===== src/status_trigger_map.vh =====
// constants for the status filter, error queue and trigger sequencer
// Overview of operation
// [RQ1] falling filter bit passes one-to-zero changes
// [RQ2] rising filter bit passes zero-to-one changes
// [RQ3] both filter bits pass any change
// [RQ4] neither filter bit blocks all changes
// [RQ5] filters hold 0..32767, preset 0 and 32767
// [RQ6] errors queued in arrival order with number
// [RQ7] queue read returns oldest and removes it
// [RQ8] empty queue read returns zero, no error
// [RQ9] overflow makes last entry too-many-errors code
// [RQ10] front panel errors bypass the remote queue
// [RQ11] sequence 1 transient default, 2 acquire
// [RQ12] abort cancels triggers, reloads pending levels
// [RQ13] abort clears waiting-for-trigger flag
// [RQ14] continuous mode re-initiates right after abort
// [RQ15] abort at power-on, recall and reset
// [RQ16] uninitiated sequence ignores its triggers
// [RQ17] non-continuous: one trigger per initiate
// [RQ18] accepted bus trigger applies pending level
// [RQ19] waiting flag is OR of both sequences
// [RQ20] continuous mode re-arms at once after trigger
// [RQ21] transient triggers come only from bus source
// [RQ22] event bits latch, read returns then clears
// [RQ23] summary bit is OR of enabled events
// [RQ24] edges found against previous-cycle condition
`ifndef STATUS_TRIGGER_MAP_VH
`define STATUS_TRIGGER_MAP_VH
`define QUESTIONABLE_SUMMARY_WIDTH 15
`define FALLING_FILTER_RESET 15'h0000
`define RISING_FILTER_RESET 15'h7FFF
`define QUESTIONABLE_SUMMARY_ENABLE_RESET 15'h0000
`define ERR_NUM_WIDTH 16
`define ERR_DEPTH 8
`define ERR_PTR_WIDTH 3
`define ERR_CNT_WIDTH 4
`define ERR_NONE 16'h0000
`define ERR_TOO_MANY 16'hFEA2
`define SEQ_TRANSIENT 2'h1
`define SEQ_ACQUIRE 2'h2
`define LEVEL_WIDTH 16
`endif


===== src/error_queue.v =====
// first-in first-out queue of remote error numbers
`timescale 1ns/1ns
`include "status_trigger_map.vh"
module error_queue
(
  // clock and reset
  input wire clk_in,
  input wire reset_in,
  // error entry and read
  input wire push_in,
  input wire [`ERR_NUM_WIDTH-1:0] push_num_in,
  input wire pop_in,
  // head and state
  output reg [`ERR_NUM_WIDTH-1:0] read_num_out,
  output reg empty_out,
  output reg [`ERR_CNT_WIDTH-1:0] count_out
);
  reg [`ERR_NUM_WIDTH-1:0] mem [0:`ERR_DEPTH-1];
  reg [`ERR_PTR_WIDTH-1:0] rd_ptr_reg;
  reg [`ERR_PTR_WIDTH-1:0] wr_ptr_reg;
  reg [`ERR_CNT_WIDTH-1:0] cnt_reg;
  wire do_pop;
  wire do_push;
  wire full;
  wire [`ERR_PTR_WIDTH-1:0] last_ptr;
  wire [`ERR_CNT_WIDTH-1:0] cnt_next;
  assign do_pop = pop_in && (cnt_reg != {`ERR_CNT_WIDTH{1'b0}});
  assign full = (cnt_reg == `ERR_DEPTH);
  assign do_push = push_in && (!full || do_pop);
  assign last_ptr = wr_ptr_reg - 3'h1;
  assign cnt_next = cnt_reg + {3'h0, do_push} - {3'h0, do_pop};
  always @(posedge clk_in)
  begin
    if (do_push) // RQ6
      mem[wr_ptr_reg] <= push_num_in;
    else if (push_in && full) // RQ9
      mem[last_ptr] <= `ERR_TOO_MANY;
  end
  always @(posedge clk_in or posedge reset_in)
  begin
    if (reset_in)
    begin
      rd_ptr_reg <= 3'h0;
      wr_ptr_reg <= 3'h0;
      cnt_reg <= 4'h0;
    end
    else
    begin
      if (do_pop) // RQ7
        rd_ptr_reg <= rd_ptr_reg + 3'h1;
      if (do_push)
        wr_ptr_reg <= wr_ptr_reg + 3'h1;
      cnt_reg <= cnt_next;
    end
  end
  always @(posedge clk_in or posedge reset_in)
  begin
    if (reset_in)
    begin
      read_num_out <= `ERR_NONE;
      empty_out <= 1'b1;
      count_out <= 4'h0;
    end
    else
    begin
      if (!pop_in)
        read_num_out <= read_num_out;
      else if (cnt_reg == 4'h0) // RQ8
        read_num_out <= `ERR_NONE;
      else
        read_num_out <= mem[rd_ptr_reg];
      empty_out <= (cnt_next == 4'h0);
      count_out <= cnt_next;
    end
  end
endmodule // error_queue


===== src/status_filter_trigger_control.v =====
// questionable filters, error queue and transient trigger sequencer
`timescale 1ns/1ns
`include "status_trigger_map.vh"
module status_filter_trigger_control
(
  // clock and reset
  input wire clk_in,
  input wire reset_in,
  // filter and mask register writes and reads
  input wire falling_write_in,
  input wire rising_write_in,
  input wire enable_write_in,
  input wire [`QUESTIONABLE_SUMMARY_WIDTH-1:0] write_data_in,
  input wire event_read_in,
  // questionable condition from the hardware
  input wire [`QUESTIONABLE_SUMMARY_WIDTH-1:0] condition_in,
  // error sources
  input wire remote_error_in,
  input wire front_panel_error_in,
  input wire [`ERR_NUM_WIDTH-1:0] error_num_in,
  input wire error_read_in,
  // trigger commands
  input wire abort_in,
  input wire recall_in,
  input wire reset_cmd_in,
  input wire initiate_in,
  input wire [1:0] initiate_seq_in,
  input wire continuous_write_in,
  input wire continuous_in,
  input wire bus_trigger_in,
  input wire acquire_done_in,
  // levels
  input wire [`LEVEL_WIDTH-1:0] immediate_level_in,
  input wire pending_write_in,
  input wire [`LEVEL_WIDTH-1:0] pending_level_in,
  // register read-back
  output reg [`QUESTIONABLE_SUMMARY_WIDTH-1:0] falling_edge_filter_out,
  output reg [`QUESTIONABLE_SUMMARY_WIDTH-1:0] rising_edge_filter_out,
  output reg [`QUESTIONABLE_SUMMARY_WIDTH-1:0] questionable_summary_enable_out,
  output reg [`QUESTIONABLE_SUMMARY_WIDTH-1:0] event_read_data_out,
  output reg [`QUESTIONABLE_SUMMARY_WIDTH-1:0] condition_out,
  output reg questionable_summary_out,
  // error queue
  output wire [`ERR_NUM_WIDTH-1:0] error_read_num_out,
  output wire error_empty_out,
  output wire [`ERR_CNT_WIDTH-1:0] error_count_out,
  output reg [`ERR_NUM_WIDTH-1:0] display_error_out,
  output reg display_error_valid_out,
  // trigger state
  output reg waiting_for_trigger_flag_out,
  output reg transient_armed_out,
  output reg acquire_armed_out,
  output reg continuous_out,
  output reg [`LEVEL_WIDTH-1:0] output_level_out,
  output reg [`LEVEL_WIDTH-1:0] pending_level_out,
  output reg level_applied_out
);
  reg [`QUESTIONABLE_SUMMARY_WIDTH-1:0] cond_prev_reg;
  reg [`QUESTIONABLE_SUMMARY_WIDTH-1:0] event_reg;
  reg [`QUESTIONABLE_SUMMARY_WIDTH-1:0] event_next;
  reg cond_valid_reg;
  reg power_on_reg;
  reg trans_state_reg;
  reg trans_state_next;
  reg acquire_armed_next;
  reg [`LEVEL_WIDTH-1:0] pending_next;
  reg [`LEVEL_WIDTH-1:0] output_next;
  // transient sequence states
  localparam TRANS_IDLE = 1'b0;
  localparam TRANS_ARMED = 1'b1;
  wire [`QUESTIONABLE_SUMMARY_WIDTH-1:0] passed;
  wire abort_now;
  wire trig_accept;
  wire trans_init;
  wire acq_init;

  // per-bit filter; both zero blocks, both one passes any change
  function [`QUESTIONABLE_SUMMARY_WIDTH-1:0] edge_pass;
    input [`QUESTIONABLE_SUMMARY_WIDTH-1:0] now_bits;
    input [`QUESTIONABLE_SUMMARY_WIDTH-1:0] prev_bits;
    input [`QUESTIONABLE_SUMMARY_WIDTH-1:0] rise_mask;
    input [`QUESTIONABLE_SUMMARY_WIDTH-1:0] fall_mask;
    begin
      edge_pass = (now_bits & ~prev_bits & rise_mask) | // RQ2 RQ3 RQ4
        (~now_bits & prev_bits & fall_mask); // RQ1 RQ3 RQ4
    end
  endfunction

  // initiate sequence number decode
  function seq_match;
    input [1:0] seq;
    input [1:0] code;
    begin
      seq_match = (seq == code);
    end
  endfunction

  // edge detect against previous cycle, none in first cycle after reset
  assign passed = cond_valid_reg ?
    edge_pass(condition_in, cond_prev_reg, rising_edge_filter_out,
      falling_edge_filter_out) : // RQ24
    {`QUESTIONABLE_SUMMARY_WIDTH{1'b0}};

  always @*
  begin
    event_next = event_reg;
    if (event_read_in)
      event_next = {`QUESTIONABLE_SUMMARY_WIDTH{1'b0}};
    event_next = event_next | passed; // RQ22
  end

  // condition pipeline for edge detect and read-back
  always @(posedge clk_in or posedge reset_in)
  begin
    if (reset_in)
    begin
      cond_prev_reg <= 15'h0000;
      cond_valid_reg <= 1'b0;
      condition_out <= 15'h0000;
    end
    else
    begin
      cond_prev_reg <= condition_in; // RQ24
      cond_valid_reg <= 1'b1;
      condition_out <= condition_in;
    end
  end

  // filter and enable mask registers
  always @(posedge clk_in or posedge reset_in)
  begin
    if (reset_in)
    begin
      falling_edge_filter_out <= `FALLING_FILTER_RESET;
      rising_edge_filter_out <= `RISING_FILTER_RESET;
      questionable_summary_enable_out <= `QUESTIONABLE_SUMMARY_ENABLE_RESET;
    end
    else
    begin
      if (falling_write_in) // RQ5
        falling_edge_filter_out <= write_data_in;
      if (rising_write_in) // RQ5
        rising_edge_filter_out <= write_data_in;
      if (enable_write_in)
        questionable_summary_enable_out <= write_data_in;
    end
  end

  // latched events, read clears all but bits set in the same cycle
  always @(posedge clk_in or posedge reset_in)
  begin
    if (reset_in)
      event_reg <= 15'h0000;
    else
      event_reg <= event_next; // RQ22
  end

  // read-back of the events as they stood before the clear
  always @(posedge clk_in or posedge reset_in)
  begin
    if (reset_in)
      event_read_data_out <= 15'h0000;
    else if (event_read_in) // RQ22
      event_read_data_out <= event_reg;
  end

  // summary follows the latched events under the mask
  always @(posedge clk_in or posedge reset_in)
  begin
    if (reset_in)
      questionable_summary_out <= 1'b0;
    else
      questionable_summary_out <= |(event_next & questionable_summary_enable_out); // RQ23
  end

  // remote errors queue, front panel errors go straight to display
  error_queue u_error_queue
  (
    .clk_in(clk_in),
    .reset_in(reset_in),
    .push_in(remote_error_in), // RQ6
    .push_num_in(error_num_in),
    .pop_in(error_read_in),
    .read_num_out(error_read_num_out),
    .empty_out(error_empty_out),
    .count_out(error_count_out)
  );

  always @(posedge clk_in or posedge reset_in)
  begin
    if (reset_in)
    begin
      display_error_out <= `ERR_NONE;
      display_error_valid_out <= 1'b0;
    end
    else
    begin
      display_error_valid_out <= front_panel_error_in; // RQ10
      if (front_panel_error_in) // RQ10
        display_error_out <= error_num_in;
    end
  end

  // abort sources, including the first cycle after power-on
  always @(posedge clk_in or posedge reset_in)
  begin
    if (reset_in)
      power_on_reg <= 1'b1;
    else
      power_on_reg <= 1'b0;
  end
  assign abort_now = abort_in | recall_in | reset_cmd_in |
    power_on_reg; // RQ15
  assign trans_init = initiate_in &&
    seq_match(initiate_seq_in, `SEQ_TRANSIENT); // RQ11
  assign acq_init = initiate_in &&
    seq_match(initiate_seq_in, `SEQ_ACQUIRE); // RQ11
  // only bus trigger reaches the transient sequence, only when armed
  assign trig_accept = bus_trigger_in &&
    (trans_state_reg == TRANS_ARMED) && !abort_now; // RQ16 RQ21

  // transient sequence; abort beats initiate and trigger
  always @*
  begin
    trans_state_next = trans_state_reg;
    if (abort_now)
    begin
      if (continuous_out) // RQ14
        trans_state_next = TRANS_ARMED;
      else
        trans_state_next = TRANS_IDLE; // RQ12
    end
    else
    begin
      case (trans_state_reg)
        TRANS_IDLE:
        begin
          if (trans_init)
            trans_state_next = TRANS_ARMED;
        end
        TRANS_ARMED:
        begin
          if (trans_init)
            trans_state_next = TRANS_ARMED;
          else if (trig_accept && !continuous_out) // RQ17
            trans_state_next = TRANS_IDLE;
          else if (trig_accept) // RQ20
            trans_state_next = TRANS_ARMED;
        end
        default:
          trans_state_next = TRANS_IDLE;
      endcase
    end
  end

  // acquire sequence, armed by initiate, closed by completion
  always @*
  begin
    acquire_armed_next = acquire_armed_out;
    if (abort_now)
      acquire_armed_next = 1'b0; // RQ12
    else if (acq_init)
      acquire_armed_next = 1'b1;
    else if (acquire_done_in)
      acquire_armed_next = 1'b0;
  end

  // abort reloads the pending level from the immediate one
  always @*
  begin
    pending_next = pending_level_out;
    output_next = output_level_out;
    if (abort_now)
      pending_next = immediate_level_in; // RQ12
    else
    begin
      if (pending_write_in)
        pending_next = pending_level_in;
      if (trig_accept) // RQ18
        output_next = pending_level_out;
    end
  end

  // transient state and its armed read-back
  always @(posedge clk_in or posedge reset_in)
  begin
    if (reset_in)
    begin
      trans_state_reg <= TRANS_IDLE;
      transient_armed_out <= 1'b0;
    end
    else
    begin
      trans_state_reg <= trans_state_next;
      transient_armed_out <= (trans_state_next == TRANS_ARMED);
    end
  end

  // acquire armed read-back
  always @(posedge clk_in or posedge reset_in)
  begin
    if (reset_in)
      acquire_armed_out <= 1'b0;
    else
      acquire_armed_out <= acquire_armed_next;
  end

  // continuous mode survives abort
  always @(posedge clk_in or posedge reset_in)
  begin
    if (reset_in)
      continuous_out <= 1'b0;
    else if (continuous_write_in)
      continuous_out <= continuous_in;
  end

  // pending and applied levels
  always @(posedge clk_in or posedge reset_in)
  begin
    if (reset_in)
    begin
      output_level_out <= {`LEVEL_WIDTH{1'b0}};
      pending_level_out <= {`LEVEL_WIDTH{1'b0}};
    end
    else
    begin
      output_level_out <= output_next;
      pending_level_out <= pending_next;
    end
  end

  // one-cycle pulse in the cycle after a trigger is accepted, alongside the applied level
  always @(posedge clk_in or posedge reset_in)
  begin
    if (reset_in)
      level_applied_out <= 1'b0;
    else
      level_applied_out <= trig_accept;
  end

  // either sequence still waiting keeps the flag up
  always @(posedge clk_in or posedge reset_in)
  begin
    if (reset_in)
      waiting_for_trigger_flag_out <= 1'b0;
    else
      waiting_for_trigger_flag_out <= // RQ13 RQ19 RQ20
        (trans_state_next == TRANS_ARMED) | acquire_armed_next;
  end
endmodule // status_filter_trigger_control


===== config.mk =====
export PLATFORM = sky130hd
export DESIGN_NAME = status_filter_trigger_control
export DESIGN_NICKNAME = d
export VERILOG_FILES = /design/src/error_queue.v /design/src/status_filter_trigger_control.v
export VERILOG_INCLUDE_DIRS = /design/src /design/src/src
export SDC_FILE = /design/constraint.sdc
export NUM_CORES = 1
export LEC_CHECK = 0
export BUFFER_PORTS_ARGS = -buffer_cell sky130_fd_sc_hd__buf_2
export CORE_ASPECT_RATIO = 1.5
export CORE_UTILIZATION = 55
export DETAILED_ROUTE_END_ITERATION = 10
export PLACE_DENSITY_LB_ADDON = 0.15
export SYNTH_ARGS = -nofsm -noshare
export SYNTH_HDL_FRONTEND = slang
export SYNTH_SLANG_ARGS = --single-unit

===== constraint.sdc =====
create_clock -name clk_in -period 6.15 [get_ports clk_in]
set_clock_uncertainty 0.2 [all_clocks]
set_input_delay 0.3075 -clock clk_in [delete_from_list [all_inputs] [get_ports clk_in]]
set_output_delay 0.3075 -clock clk_in [all_outputs]
set_load 0.02 [all_outputs]

==> results by group <==
CTS
  – TritonCTS sink count: 302
  – Clock Tree Buf Depth: 3
  – Post-CTS sizing: 0
  – Worst skew pair latency: 0.53 ns
  – Clock transition at the registers of the reported paths: 0.06 ns
  – Clock root buffer: clkbuf_16
  – CTS tree: yes
  – H-tree levels: 1
  – CTS buffer count: 29

Synth
  – Synth Register Bits: 302
  – Post-Synthesis Cell Area: 0.0120 mm2
  – Top_reg_cell synth: dfrtp_1
  – Synth async-reset ratio: 57.6%
  – Dominant cell type by area after synthesis: dfrtp_1
  – Post-synth EDFFs: 128
  – Most numerous cell in the Yosys netlist: dfrtp_1
  – Sequential area share after synthesis: 68.5%
  – Yosys top cell area share: 32.7%
  – Cells after Synth: 728
  – Yosys warns: 0
  – Distinct cell type count after synthesis: 44
  – Syn Area/Cell: 16.5 um2
  – Top area cells in the synthesized netlist: dfrtp_1 (33%), edfxtp_1 (32%), mux2_2 (7.9%)
  – Synth cell count leaders: dfrtp_1 (157), edfxtp_1 (128), mux2_2 (84)
  – Post-synthesis net count: 836

Setup path
  – R2r worst-path depth: 12
  – Reg2reg end: u_error_queue.empty_out$_DFF_PP1_
  – Crit end category: flop
  – CP max FO: 19
  – Crit path DAT: 3.30 ns
  – RR Startpoint: u_error_queue.cnt_reg[2]$_DFF_PP0_
  – Setup Crit Path Kind: flop to flop
  – CP Launch Type: flop
  – Flop2flop setup slack: 3.10 ns
  – Req. time, crit path: 6.39 ns

Routing
  – DR vias/cell: 5.44
  – Routed Antenna Nets: 0
  – Initial DRC count: 270
  – WL final: 26200 um
  – # DRC: 0
  – DR pass1 iterations: 4
  – WL/cell: 19.4 um
  – Vias: 7346

Run status
  – Status: finished, final reports clean

STA
  – Setup violators final: 0
  – Setup TNS: 0 ns
  – Tmin final: 3.05 ns
  – Rel. slew slack: 31.8%
  – Fmax: 327 MHz
  – Max Slew Vio Count: 0
  – Worst-margin pin slew: 1.02 ns
  – Final hold viol count: 0
  – Unrepaired setup endpoints after global routing: false
  – Post-route clock period utilization: 49.7%

Floorplan
  – DIE WIDTH: 123 um
  – Core Rows: 65
  – Initial core utilization: 56.5%
  – Die Area: 0.0224 mm2
  – Core Region: 0.0212 mm2
  – Die height: 183 um
  – Ports: 249

Hold path
  – Worst hold endpoint: u_error_queue.read_num_out[11]$_DFFE_PP0P_
  – Hold path start: error_read_in
  – Hold Path Depth: 2
  – Hold crit path type: input port to flop

Placed design
  – Dpl hpwl: 17100 um
  – IO Port Bufs: 248
  – Gpl congestion: 0.783

Global routing
  – Largest net degree at the start of global routing: 116
  – GRT Util Overall: 24.3%
  – Global route overflow: 0
  – Initial antenna violation count: 0
  – Global-route wire length before repair: 41400 um
  – Vias in the first global route: 7832

Layout
  – Layout cells sized above 1: 41.9%
  – # diodes: 0
  – Final design utilization: 71.8%
  – Final #Nets: 1169
  – Synth-to-Final Area Change: 27.0%
  – Most flops, register: u_error_queue.mem
  – Max reg flops: 128

Pwr
  – PwrDens: 391 mW/mm2
  – Power, Total: 5.96 mW
  – Worst vdd ir: 0.264 mV
  – Leak pwr: 6.59 nW

Job
  – Maxcap violations: 0
[power by group]
group          leakage, nW  total, mW  internal [mW]  switching (mW)
logic                 2.86       1.46          0.662           0.801
registers             3.25       2.69           2.47           0.220
clock network        0.484       1.81           1.07           0.736
total                 6.59       5.96           4.20            1.76
[critical path: stages (launching register included)]
cell     delay (ns)
dfrtp_1        0.37
inv_1          0.10
ha_1           0.18
nand2_1        0.05
nand2_1        0.49
inv_1          0.18
ha_1           0.31
inv_1          0.06
ha_1           0.15
inv_1          0.06
fa_1           0.49
inv_1          0.05
nor4_1         0.27
[what timing repair did]
action	4_1_cts	5_1_grt
hold buffers	88	0
endpoints found under the hold margin	215	0
buffers inserted	0	0
endpoints found under the setup margin	0	0
[logic make-up (layout without fill, tap and decap cells)]
kind of cell    after synthesis  after routing  synth area share [%]
compound gates               58             58                  3.03
xor+xnor                      8              8                 0.584
fa+ha+maj                    10             10                  1.10
buf+inv                      66            421                  2.97
flops                       302            302                  68.5
mux                         157            157                  17.7
other cells                   2              2                0.0626
simple gates                125            125                  6.09
[cells in the final DEF (no fill, tap or decap), types with 3 or more instances in the layout]
master,n
a21oi_1,3
a22o_1,6
a22oi_1,6
and2_1,6
and3_1,4
buf_2,248
clkbuf_1,5
clkbuf_16,32
clkbuf_8,4
clkinv_2,6
dfrtp_1,155
dfstp_2,17
dlygate4sd3_1,88
edfxtp_1,128
ha_1,9
inv_1,28
mux2_2,84
mux2_4,9
mux2i_1,32
mux4_2,32
nand2_1,32
nand2b_1,20
nand3_1,11
nand3b_1,12
nand4b_1,18
nor2_2,8
nor3_1,6
o21ai_0,15
o21ai_1,8
o22ai_1,16
xnor2_1,6
[area by class of cell]
type                    instances  area (um2)
multi-input cells             360        3450
clock buffers                  41         875
inverters                      30         118
repair buffers                338        2140
well taps                     268         335
clock inverters                12         110
flip-flops and latches        302        8220
fillers                      1360        5980
[routing by layer]
layer  vias up  GRT usage, %  part of all wire (%)
met4         0          9.80                   4.1
met3        69          5.25                   6.2
met1      3660          30.5                    39
li1       3367             -                     -
met2       250          40.9                    51
met5         -             0                     0
[worst max-delay path by stage]
stage / depth (start not counted) / startpoint / to
global placement: 12 / u_error_queue.cnt_reg[2]$_DFF_PP0_ / u_error_queue.empty_out$_DFF_PP1_
CTS: 12 / u_error_queue.cnt_reg[2]$_DFF_PP0_ / u_error_queue.empty_out$_DFF_PP1_
global route: 12 / u_error_queue.cnt_reg[2]$_DFF_PP0_ / u_error_queue.empty_out$_DFF_PP1_
floorplan: 1 / reset_in / acquire_armed_out$_DFF_PP0_
finish: 12 / u_error_queue.cnt_reg[2]$_DFF_PP0_ / u_error_queue.empty_out$_DFF_PP1_
detailed placement: 12 / u_error_queue.cnt_reg[2]$_DFF_PP0_ / u_error_queue.empty_out$_DFF_PP1_
[metrics by stage]
step | area (um2) | cells | hold WS (ns) | setup slack, ns
5_1_grt | 15200 | 1351 | 0.0259 | 2.71
3_3_place_gp | 13400 | 1210 | 0.239 | 3.16
3_5_place_dp | 13400 | 1210 | 0.242 | 3.06
2_1_floorplan | 12000 | 728 | 0.139 | 0.954
6_report | 15200 | 1351 | 0.0167 | 3.10
4_1_cts | 15200 | 1351 | 0.00506 | 3.05
No activity file was read; power rests on OpenSTA's default activity.
